**src/spa_pkg.sv**
```systemverilog
// Constants, register map and coefficient tables for the scaler prefilter and picture adjust
package spa_pkg;

	// ==========================================================
	// Register map: two identical settings sets
	localparam int              SPA_SET_SIZE    = 5;
	localparam int              SPA_IDX_LEN     = 0;
	localparam int              SPA_IDX_PF      = 1;
	localparam int              SPA_IDX_OFS     = 2;
	localparam int              SPA_IDX_YG      = 3;
	localparam int              SPA_IDX_CG      = 4;
	localparam logic [7:0]      SPA_ADDR_A [SPA_SET_SIZE] = '{8'hA1, 8'hA2, 8'hA4, 8'hA5, 8'hA6};
	localparam logic [7:0]      SPA_ADDR_B [SPA_SET_SIZE] = '{8'hD1, 8'hD2, 8'hD4, 8'hD5, 8'hD6};
	localparam logic [7:0]      SPA_RST    [SPA_SET_SIZE] = '{8'h00, 8'h00, 8'h80, 8'h40, 8'h40};

	// ==========================================================
	// Field positions
	localparam int              SPA_LEN_MSB     = 5;
	localparam int              SPA_PFC_MSB     = 7;
	localparam int              SPA_PFC_LSB     = 6;
	localparam int              SPA_PFY_MSB     = 5;
	localparam int              SPA_PFY_LSB     = 4;
	localparam int              SPA_WEIGHT_BIT  = 3;
	localparam int              SPA_RENORM_MSB  = 2;
	localparam int              SPA_GAIN_MSB    = 6;

	// ==========================================================
	// Arithmetic constants
	localparam logic [7:0]      SPA_NEUTRAL     = 8'h80;
	localparam logic [6:0]      SPA_UNITY       = 7'h40;
	localparam int              SPA_GAIN_SHIFT  = 6;
	localparam int              SPA_FIR_SHIFT   = 5;
	localparam logic signed [17:0] SPA_FIR_ROUND = 18'sh00010;
	localparam int              SPA_TAPS        = 7;

	// Coefficients in 1/32 units, index [mode][tap]
	localparam logic signed [7:0] SPA_COEF_Y [4][SPA_TAPS] = '{
		'{8'sh00, 8'sh00, 8'sh00, 8'sh20, 8'sh00, 8'sh00, 8'sh00},
		'{8'sh00, 8'sh00, 8'sh08, 8'sh10, 8'sh08, 8'sh00, 8'sh00},
		'{8'shFC, 8'sh04, 8'sh07, 8'sh12, 8'sh07, 8'sh04, 8'shFC},
		'{8'sh00, 8'sh04, 8'sh08, 8'sh08, 8'sh08, 8'sh04, 8'sh00}};
	localparam logic signed [7:0] SPA_COEF_C [4][SPA_TAPS] = '{
		'{8'sh00, 8'sh00, 8'sh00, 8'sh20, 8'sh00, 8'sh00, 8'sh00},
		'{8'sh00, 8'sh00, 8'sh08, 8'sh10, 8'sh08, 8'sh00, 8'sh00},
		'{8'sh00, 8'sh03, 8'sh08, 8'sh0A, 8'sh08, 8'sh03, 8'sh00},
		'{8'sh00, 8'sh04, 8'sh08, 8'sh08, 8'sh08, 8'sh04, 8'sh00}};

	// Saturate an accumulator value to eight bits
	function automatic logic [7:0] spa_sat8(input logic [14:0] v);
		spa_sat8 = (v > 15'h00FF) ? 8'hFF : v[7:0];
	endfunction : spa_sat8

endpackage : spa_pkg

```
**src/spa_prefilter.sv**
```systemverilog
// Seven-tap selectable FIR prefilter for one sample component
`timescale 1ns/100ps
module spa_prefilter
	import spa_pkg::*;
#(
	parameter bit CHROMA = 1'b0
)
(
	// Clock and reset
	input  wire logic       mclk,
	input  wire logic       srst,
	// Sample in
	input  wire logic       in_valid,
	input  wire logic [1:0] mode,
	input  wire logic [7:0] in_data,
	// Sample out
	output logic            out_valid,
	output logic [7:0]      out_data
);

	// ==========================================================
	// State
	typedef struct packed {
		logic [SPA_TAPS-1:0][7:0] tap;
		logic                     v;
		logic [7:0]               d;
	} spa_fir_state_type;

	spa_fir_state_type st_reg;
	spa_fir_state_type st_next;

	// Shift, weight and clip; the window centre tap is the bypass path
	always_comb
	begin
		logic [SPA_TAPS-1:0][7:0] nt;
		logic signed [17:0]       acc;
		logic signed [17:0]       rnd;
		logic signed [7:0]        c;
		nt      = {st_reg.tap[SPA_TAPS-2:0], in_data};
		acc     = '0;
		rnd     = '0;
		c       = '0;
		st_next = st_reg;
		for (int k = 0; k < SPA_TAPS; k++)
		begin
			c   = CHROMA ? SPA_COEF_C[mode][k] : SPA_COEF_Y[mode][k];
			acc = acc + 18'($signed({1'b0, nt[k]}) * c);
		end
		rnd       = (acc + SPA_FIR_ROUND) >>> SPA_FIR_SHIFT;
		st_next.v = in_valid;
		if (in_valid)
		begin
			st_next.tap = nt;
			// Negative lobes can undershoot, wide gains overshoot
			if (rnd < 0)
				st_next.d = 8'h00;
			else if (rnd > 18'sh000FF)
				st_next.d = 8'hFF;
			else
				st_next.d = rnd[7:0];
		end
		if (srst)
			st_next = '0;
	end

	// State register
	always_ff @(posedge mclk)
	begin
		st_reg <= st_next;
	end

	assign out_valid = st_reg.v;
	assign out_data  = st_reg.d;
endmodule : spa_prefilter

```
**src/spa_core.sv**
```systemverilog
// Prescaler accumulation, prefilters and brightness, contrast, saturation stage
`timescale 1ns/100ps
module spa_core
	import spa_pkg::*;
(
	// Clock and reset
	input  wire logic       mclk,
	input  wire logic       srst,
	// Register port
	input  wire logic       reg_we,
	input  wire logic [7:0] reg_addr,
	input  wire logic [7:0] reg_wdata,
	output logic [7:0]      reg_rdata,
	// Field task control
	input  wire logic       field_start,
	input  wire logic       task_set_b,
	// Decoded samples in
	input  wire logic       pix_valid,
	input  wire logic [7:0] luma_in,
	input  wire logic [7:0] chroma_in,
	// Adjusted samples out
	output logic            out_valid,
	output logic [7:0]      luma_out,
	output logic [7:0]      chroma_out
);

	// ==========================================================
	// State
	typedef struct packed {
		logic [2*SPA_SET_SIZE-1:0][7:0] cfg;
		logic                           set_b;
		logic [5:0]                     cnt;
		logic [14:0]                    acc_y;
		logic [14:0]                    acc_c;
		logic                           pre_v;
		logic [7:0]                     pre_y;
		logic [7:0]                     pre_c;
		logic                           out_v;
		logic [7:0]                     out_y;
		logic [7:0]                     out_c;
		logic [7:0]                     rdata;
	} spa_state_type;

	spa_state_type st_reg;
	spa_state_type st_next;

	logic [7:0]  act [SPA_SET_SIZE];
	logic [5:0]  cur_len;
	logic        cur_weight;
	logic [2:0]  cur_renorm;
	logic [14:0] sum_y;
	logic [14:0] sum_c;
	logic        fy_v;
	logic [7:0]  fy;
	logic        fc_v;
	logic [7:0]  fc;

	// Settings of the set picked for the current field
	always_comb
	begin
		for (int k = 0; k < SPA_SET_SIZE; k++)
			act[k] = st_reg.set_b ? st_reg.cfg[k+SPA_SET_SIZE] : st_reg.cfg[k];
	end

	assign cur_len    = act[SPA_IDX_LEN][SPA_LEN_MSB:0];
	assign cur_weight = act[SPA_IDX_PF][SPA_WEIGHT_BIT];
	assign cur_renorm = act[SPA_IDX_PF][SPA_RENORM_MSB:0];

	// Running sums including the present sample; ends of a sequence weigh one
	always_comb
	begin
		logic dbl;
		dbl   = cur_weight && st_reg.cnt != 6'h00 && st_reg.cnt < cur_len;
		sum_y = (st_reg.cnt == 6'h00 ? 15'h0000 : st_reg.acc_y)
			+ (dbl ? {6'h00, luma_in, 1'b0} : {7'h00, luma_in});
		sum_c = (st_reg.cnt == 6'h00 ? 15'h0000 : st_reg.acc_c)
			+ (dbl ? {6'h00, chroma_in, 1'b0} : {7'h00, chroma_in});
	end

	// ==========================================================
	// Prefilters
	spa_prefilter #(.CHROMA(1'b0)) u_fir_y (
		.mclk      (mclk),
		.srst      (srst),
		.in_valid  (st_reg.pre_v),
		.mode      (act[SPA_IDX_PF][SPA_PFY_MSB:SPA_PFY_LSB]),
		.in_data   (st_reg.pre_y),
		.out_valid (fy_v),
		.out_data  (fy)
	);

	spa_prefilter #(.CHROMA(1'b1)) u_fir_c (
		.mclk      (mclk),
		.srst      (srst),
		.in_valid  (st_reg.pre_v),
		.mode      (act[SPA_IDX_PF][SPA_PFC_MSB:SPA_PFC_LSB]),
		.in_data   (st_reg.pre_c),
		.out_valid (fc_v),
		.out_data  (fc)
	);

	// ==========================================================
	// Next state: registers, accumulation, picture adjust
	always_comb
	begin
		logic [14:0]        prod_y;
		logic signed [10:0] val_y;
		logic signed [8:0]  cs;
		logic signed [16:0] prod_c;
		logic signed [16:0] val_c;
		prod_y  = '0;
		val_y   = '0;
		cs      = '0;
		prod_c  = '0;
		val_c   = '0;
		st_next = st_reg;

		// Register writes and registered read-back; unmapped reads give zero
		st_next.rdata = 8'h00;
		for (int k = 0; k < SPA_SET_SIZE; k++)
		begin
			if (reg_we && reg_addr == SPA_ADDR_A[k])
				st_next.cfg[k] = reg_wdata;
			if (reg_we && reg_addr == SPA_ADDR_B[k])
				st_next.cfg[k+SPA_SET_SIZE] = reg_wdata;
			if (reg_addr == SPA_ADDR_A[k])
				st_next.rdata = st_reg.cfg[k];
			if (reg_addr == SPA_ADDR_B[k])
				st_next.rdata = st_reg.cfg[k+SPA_SET_SIZE];
		end

		// Set choice only moves at a field boundary so a field never mixes sets
		if (field_start)
			st_next.set_b = task_set_b;

		// Accumulation; >= guards against a length shortened mid-sequence
		st_next.pre_v = 1'b0;
		if (pix_valid)
		begin
			if (st_reg.cnt >= cur_len)
			begin
				st_next.pre_v = 1'b1;
				st_next.pre_y = spa_sat8(sum_y >> cur_renorm);
				st_next.pre_c = spa_sat8(sum_c >> cur_renorm);
				st_next.cnt   = 6'h00;
				st_next.acc_y = 15'h0000;
				st_next.acc_c = 15'h0000;
			end
			else
			begin
				st_next.cnt   = st_reg.cnt + 6'h01;
				st_next.acc_y = sum_y;
				st_next.acc_c = sum_c;
			end
		end

		// Contrast then brightness as a signed offset from neutral
		prod_y = 15'(fy * act[SPA_IDX_YG][SPA_GAIN_MSB:0]);
		val_y  = $signed({2'b00, prod_y[14:SPA_GAIN_SHIFT]})
			+ $signed({3'b000, act[SPA_IDX_OFS]})
			- $signed({3'b000, SPA_NEUTRAL});
		// Saturation scales chroma about its zero level
		cs     = $signed({1'b0, fc}) - $signed({1'b0, SPA_NEUTRAL});
		prod_c = 17'(cs * $signed({1'b0, act[SPA_IDX_CG][SPA_GAIN_MSB:0]}));
		val_c  = (prod_c >>> SPA_GAIN_SHIFT) + $signed({9'h000, SPA_NEUTRAL});

		st_next.out_v = fy_v;
		if (fy_v)
		begin
			st_next.out_y = val_y < 0 ? 8'h00 : (val_y > 11'sh0FF ? 8'hFF : val_y[7:0]);
			st_next.out_c = val_c < 0 ? 8'h00 : (val_c > 17'sh000FF ? 8'hFF : val_c[7:0]);
		end

		// Synchronous reset to neutral settings
		if (srst)
		begin
			st_next = '0;
			for (int k = 0; k < SPA_SET_SIZE; k++)
			begin
				st_next.cfg[k]              = SPA_RST[k];
				st_next.cfg[k+SPA_SET_SIZE] = SPA_RST[k];
			end
		end
	end

	// State register
	always_ff @(posedge mclk)
	begin
		st_reg <= st_next;
	end

	assign reg_rdata  = st_reg.rdata;
	assign out_valid  = st_reg.out_v;
	assign luma_out   = st_reg.out_y;
	assign chroma_out = st_reg.out_c;
endmodule : spa_core

```
**config.mk**
```make
export PLATFORM = sky130hd
export DESIGN_NAME = spa_core
export DESIGN_NICKNAME = d
export VERILOG_FILES = /design/src/spa_pkg.sv /design/src/spa_prefilter.sv /design/src/spa_core.sv
export SDC_FILE = /design/constraint.sdc
export NUM_CORES = 2
export LEC_CHECK = 0
export ABC_AREA = 1
export BUFFER_PORTS_ARGS = -buffer_cell sky130_fd_sc_hd__buf_2
export CAP_MARGIN = 25
export CORE_AREA = 8 8 287 289
export CTS_CLUSTER_DIAMETER = 120
export DETAILED_ROUTE_END_ITERATION = 7
export DIE_AREA = 0 0 295 297
export GPL_TIMING_DRIVEN = 0
export PLACE_DENSITY_LB_ADDON = 0.2
export SLEW_MARGIN = 20
export SYNTH_ARGS = -nofsm -noshare
export SYNTH_HDL_FRONTEND = slang
export SYNTH_SLANG_ARGS = --single-unit
export TNS_END_PERCENT = 20
```
**constraint.sdc**
```tcl
create_clock -name mclk -period 10.2 [get_ports mclk]
set_input_delay 1.02 -clock mclk [delete_from_list [all_inputs] [get_ports mclk]]
set_output_delay 1.02 -clock mclk [all_outputs]
set_load 0.05 [all_outputs]
```
-- Yosys cells after proc, flatten, opt, wreduce, memory -nomap -nowiden
Index checks and enable logic that the tools add are counted.
- mux-type cells: 37
- add/subtract/negate cells: 21
- reduce and logical (&&, ||, !) cells: 16
- eq/ne operators: 10
- bitwise logic cells: 3
- multipliers: 16
- magnitude comparators: 14
- shift-type cells: 2
- operators with widths (operator ; count):
    $mul A9 B8 Y17 ; 15
    $bmux W56 S2 ; 2
    $mux W56 ; 4
    $add A18 B18 Y18 ; 12
    $mux W8 ; 22
    $eq A8 B8 Y1 const B ; 10
    $add A18 B6 Y18 const B ; 2
    $mux W36 ; 1
    $add A15 B9 Y15 ; 2
    $gt A15 B8 Y1 const B ; 2
    $mux W15 ; 2
    $shr A15 B3 Y15 ; 2
    $gt A13 B9 Y1 const B ; 2
    $lt A13 B1 Y1 const B ; 2
    $mux W9 ; 2
    $mux W17 ; 1
    $mul A8 B7 Y15 ; 1
    $mux W7 ; 2
    $add A11 B9 Y12 const B ; 1
    $gt A12 B9 Y1 const B ; 1
    $logic_and A1 B1 Y1 ; 12
    $lt A12 B1 Y1 const B ; 1
    $gt A11 B9 Y1 const B ; 1
    $lt A11 B1 Y1 const B ; 1
    other kinds (14) ; 16
- register bits: 272
- input port bits: 38
- output and inout port bits: 25
- word-level logic and storage cells: 155

-- Logic depth before layout (Yosys ltp)
- depth in word-level cells: 16
- mapped depth: 52

-- By module
Synthesis repeated with hierarchy kept, for this count alone.
- cell total of the unflattened synthesis: 4279
- area, all modules: 31659.1 sq um
- by module, submodules not included (module ; sequential area each (sq um) ; times used ; area each (sq um) ; cells an instance):
    spa_core ; 3183.1 ; 1 ; 14043.5 ; 2074
    spa_prefilter (u_fir_y) ; 1141.1 ; 1 ; 10999.3 ; 1352
    spa_prefilter (u_fir_c) ; 980.9 ; 1 ; 6616.3 ; 853

-- Least setup slack after synthesis
No wires, ideal clock.
- kind: reg-to-reg
- start: reg st_reg[78] (netlist name)
- end: reg u_fir_y.st_reg, in the netlist u_fir_y.out_data[7]
- cell stages (with the launch flop): 46
- setup time: 138 ps
- arrival: 9961 ps
- path slack: 101 ps
- period minus slack after synthesis: 10099 ps
- cell sequence: dfxtp_1 > buf_6 > buf_6 > clkbuf_1 > nand2_1 > o21ai_1 > clkbuf_1 > ha_1 > clkbuf_1 > clkbuf_1 > nand2_1 > inv_1 > fa_1 > fa_1 > inv_1 > fa_1 > fa_1 > inv_1 > (+10 left out) > fa_1 > inv_1 > fa_1 > inv_1 > ha_1 > inv_1 > nor3_1 > nand2_1 > o211ai_1 > nand2_1 > nand2_1 > a21oi_1 > xor2_1 > nand4_1 > nand2_1 > nand2_1 > nand2_1 > a21oi_1
- longest elaborated chain between the ends: 16
- RTL lines (element ; line ; RTL):
    start, declared ; spa_core.sv:44 ; spa_state_type st_reg;
    start signal, assigned ; spa_core.sv:189 ; st_reg <= st_next;
    $mux W8 * ; spa_core.sv:62 ; act[k] = st_reg.set_b ? st_reg.cfg[k+SPA_SET_SIZE] : st_reg.cfg[k];
    $not A2 Y3 (not written as such) * ; spa_prefilter.sv:46 ; c = CHROMA ? SPA_COEF_C[mode][k] : SPA_COEF_Y[mode][k];
    $bmux W56 S2 * ; spa_prefilter.sv:46 ;
    $mux W56 (not written as such) * (2 in series) ; spa_prefilter.sv:46 ;
    $mul A9 B8 Y17 ; spa_prefilter.sv:47 ; acc = acc + 18'($signed({1'b0, nt[k]}) * c);
    $add A18 B18 Y18 (5 in series) ; spa_prefilter.sv:47 ;
    $add A18 B18 Y18 * ; spa_prefilter.sv:47 ;
    $add A18 B6 Y18 * ; spa_prefilter.sv:49 ; rnd = (acc + SPA_FIR_ROUND) >>> SPA_FIR_SHIFT;
    $gt A13 B9 Y1 ; spa_prefilter.sv:57 ; else if (rnd > 18'sh000FF)
    $mux W8 ; spa_prefilter.sv:57 ;
    $mux W8 * ; spa_prefilter.sv:55 ; if (rnd < 0)
    end signal, assigned ; spa_prefilter.sv:69 ; st_reg <= st_next;
    end, declared ; spa_prefilter.sv:29 ; spa_fir_state_type st_reg;
Every way passes the cells marked *; elsewhere a longest branch is shown, timed or not. The select of a mux whose other input is x is not followed.
A chain may end at the register's enable or synchronous reset.

-- Worst setup path in the final report
- start: reg st_reg[78] (netlist name)
- end: reg u_fir_y.st_reg, in the netlist u_fir_y.out_data[4]
Same word-level chain as after synthesis.

==> flow_metrics.env <==
export IMPL_synth_top_family_by_area="adder cells"
export IMPL_max_freq_mhz=103.1
export IMPL_slew_violations=0
export IMPL_tritoncts="done"
export IMPL_wl_microns=80470
export IMPL_dp_slack_ps=-1919
export IMPL_yosysTopAreaCellShare_pct=18.46
export IMPL_drc=0
export IMPL_power_density_nw_per_um2=113.4
export IMPL_synth_cells=4173
export IMPL_die_area_sq_um=87620
export IMPL_crit_type="flop to flop"
export IMPL_antenna_found_initial=3
export IMPL_layout_common_cells="950 x inv_1, 672 x nand2_1, 454 x ha_1, 336 x a21oi_1, 309 x nor2_1"
export IMPL_drv_cap=0
export IMPL_synth_area_mux_share_pct=0.03246
export IMPL_synth_seq_cells=264
export IMPL_fin_skew_ps=31.78
export IMPL_cp_top_family="adder cells"
export IMPL_cp_startpoint="st_reg[78]"
export IMPL_root_buffer="clkbuf_16"
export IMPL_io_buffers=52
export IMPL_cp_common_cell="fa_1"
export IMPL_min_delay_start="st_reg[118]"
export IMPL_clkTransAtPathRegs_ps=60
export IMPL_worstSkewPairLatency_ps=550
export IMPL_synth_area_sq_um=30830
export IMPL_setup_violations_final=0
export IMPL_period_share_pct=95.06
export IMPL_leakagePower_nw=18.46
export IMPL_p_comb_share_pct=37.6
export IMPL_track_usage_pct=18.15
export IMPL_max_slew_worst_pin_slew_ps=1087
export IMPL_p_switching_mw=1.471
export IMPL_synth_xor_area_share_pct=3.206
export IMPL_ys_warn_count=0
export IMPL_overflow=0
export IMPL_setup_ws_ps=504.3
export IMPL_area_growth_pct=9.637
export IMPL_fin_nets=5043
export IMPL_drt_wirelength_per_cell_microns=15.04
export IMPL_drt_pass1_iter_count=5
export IMPL_fp_row_count=103
export IMPL_clock_path_buffers=3
export IMPL_synth_compound_area_share_pct=12.61
export IMPL_grt_max_degree=20
export IMPL_dp_cells=5275
export IMPL_fin_area_sq_um=33810
export IMPL_vias_per_cell=4.825
export IMPL_io_pin_count=63
export IMPL_numCtsBuffers=34
export IMPL_die_w_microns=295
export IMPL_instances_no_fill=5352
export IMPL_yosysSeqAreaShare_pct=17.14
export IMPL_grt_pass1_vias=25390
export IMPL_synthAdderAreaFrac_pct=36.38
export IMPL_arrival_ps=10060
export IMPL_synth_area_leaders="ha_1 18%, fa_1 18%, dfxtp_1 17%"
export IMPL_slew_headroom_pct=26.89
export IMPL_syn_area_per_cell_sq_um=7.389
export IMPL_grt_pass1_wl_microns=129900
export IMPL_fin_crit_ps=9696
export IMPL_hpwl_microns=67210
export IMPL_die_height_microns=297
export IMPL_gp_congestion=0.8736
export IMPL_finalHoldViolations=0
export IMPL_cp_num_buf_inv=11
export IMPL_rr_startpoint="st_reg[78]"
export IMPL_p_sw_share_pct=38.37
export IMPL_hold_buffers=0
export IMPL_yosysUniqueCellTypes=53
export IMPL_routed_via_count=25820
export IMPL_dpl_instance_area_sq_um=32410
export IMPL_cp_slowest_stage_delay_ps=540
export IMPL_status="finished, final reports clean"
export IMPL_internal_power_mw=2.363
export IMPL_worstPathRequired_ps=10560
export IMPL_layout_drive_gt1_share_pct=5.955
export IMPL_postRouteAntennaNets=0
export IMPL_startpoint_type="flop"
export IMPL_final_common_cell="inv_1"
export IMPL_slowest_stage="fa_1"
export IMPL_largest_reg_flops=134
export IMPL_drt_initial_drc_count=1422
export IMPL_end_kind="flop"
export IMPL_initial_core_util_pct=39.55
export IMPL_fin_util_pct=43.36
export IMPL_syn_nets=4942
export IMPL_synth_simple_area_share_pct=16.66
export IMPL_worstPathMaxFanout=19
export IMPL_clkPwrFrac_pct=32.5
export IMPL_sequentialPowerShare_pct=29.9
export IMPL_irDropWorstVdd_v=0.00009793
export IMPL_core_sq_um=77970
export IMPL_yosysTopAreaCell="ha_1"
export IMPL_clock_sinks=264
export IMPL_cts_max_level=2
export IMPL_min_path_type="flop to flop"
-- tightest hold or removal path: stages, from the launching register on --
cell,delay [ps]
dfxtp_1,290
inv_1,50
a21oi_1,60
-- cell type report --
class / instances / area (sq um)
diodes: 3 / 7.507
plain buffers: 145 / 743.2
repair buffers: 67 / 372.9
clock buffers: 42 / 920.9
fillers: 8068 / 44160
inverters: 964 / 3625
well taps: 1050 / 1314
clock inverters: 19 / 229.0
multi-input cells: 2798 / 21310
flip-flops and latches: 264 / 5286
-- final timing paths --
kind / end / slack [ps] / cells past startpoint
hold / removal: st_reg[118] / 450 / 2
hold reg to reg: st_reg[118] / 450 / 2
setup / recovery: u_fir_y.out_data[4] / 500 / 42
setup reg to reg: u_fir_y.out_data[4] / 500 / 42
-- cells in the mapped netlist, drive strengths merged --
cell type	instances
a21oi	344
a21o	20
and3	1
nor3	14
nand4	9
o31ai	4
nand3b	12
nand2	707
o21bai	32
o2111ai	7
inv	960
clkbuf	100
xor2	70
xnor2	42
clkinv	4
and2	1
mux2i	1
nor3b	1
o21a	2
a221oi	1
dfxtp	264
nor4	5
buf	47
or2	8
fa	276
o211a	2
ha	455
a211oi	1
nor2	317
o22ai	9
o211ai	9
a31oi	4
nand3	166
o21ai	277
o221ai	1
-- metal layers --
metal  part of all wire (%)  vias to the layer above  routed length, microns  track usage [%]
met5                      0                        -                       0                0
met4                    2.4                        0                    1920            4.335
met3                    5.1                      103                    4140            2.566
met2                     45                      524                   36150            29.88
met1                     48                    12020                   38260            24.96
li1                       -                    13180                       -                -
-- timing repair --
action | in CTS | in global routing
pin swaps | 0 | 1
resized for setup | 23 | 18
endpoints found under the setup margin | 8 | 8
gates cloned | 0 | 0
buffers inserted | 2 | 13
-- stage by stage --
stage	hold slack (ps)	power (mW)	TNS (ps)
global route	476.3	4.144	-13.05
global placement	442.8	2.596	-16150
detailed placement	447.7	2.609	-15150
CTS	455.5	3.882	0
finish	452.6	3.835	0
floorplan	424.5	2.264	0
-- logic make-up (layout without fill, tap and decap cells) --
group	after synthesis	in the layout
other	0	3
and+or+nand+nor	1241	1241
xor gates and xnor gates	112	112
muxes	1	1
AOI/OAI and AO/OA	713	713
buffers and inverters	1111	1237
adders and majority gates	731	731
DFF	264	264
-- power by group through the flow --
stage,Sequential [mW],Clock [mW],Combinational (mW)
global placement,1.17,0,1.43
CTS,1.15,1.28,1.46
global route,1.16,1.32,1.67
floorplan,1.15,0,1.12
detailed placement,1.17,0,1.44
finish,1.15,1.25,1.44
No activity file was read; power rests on OpenSTA's default activity.
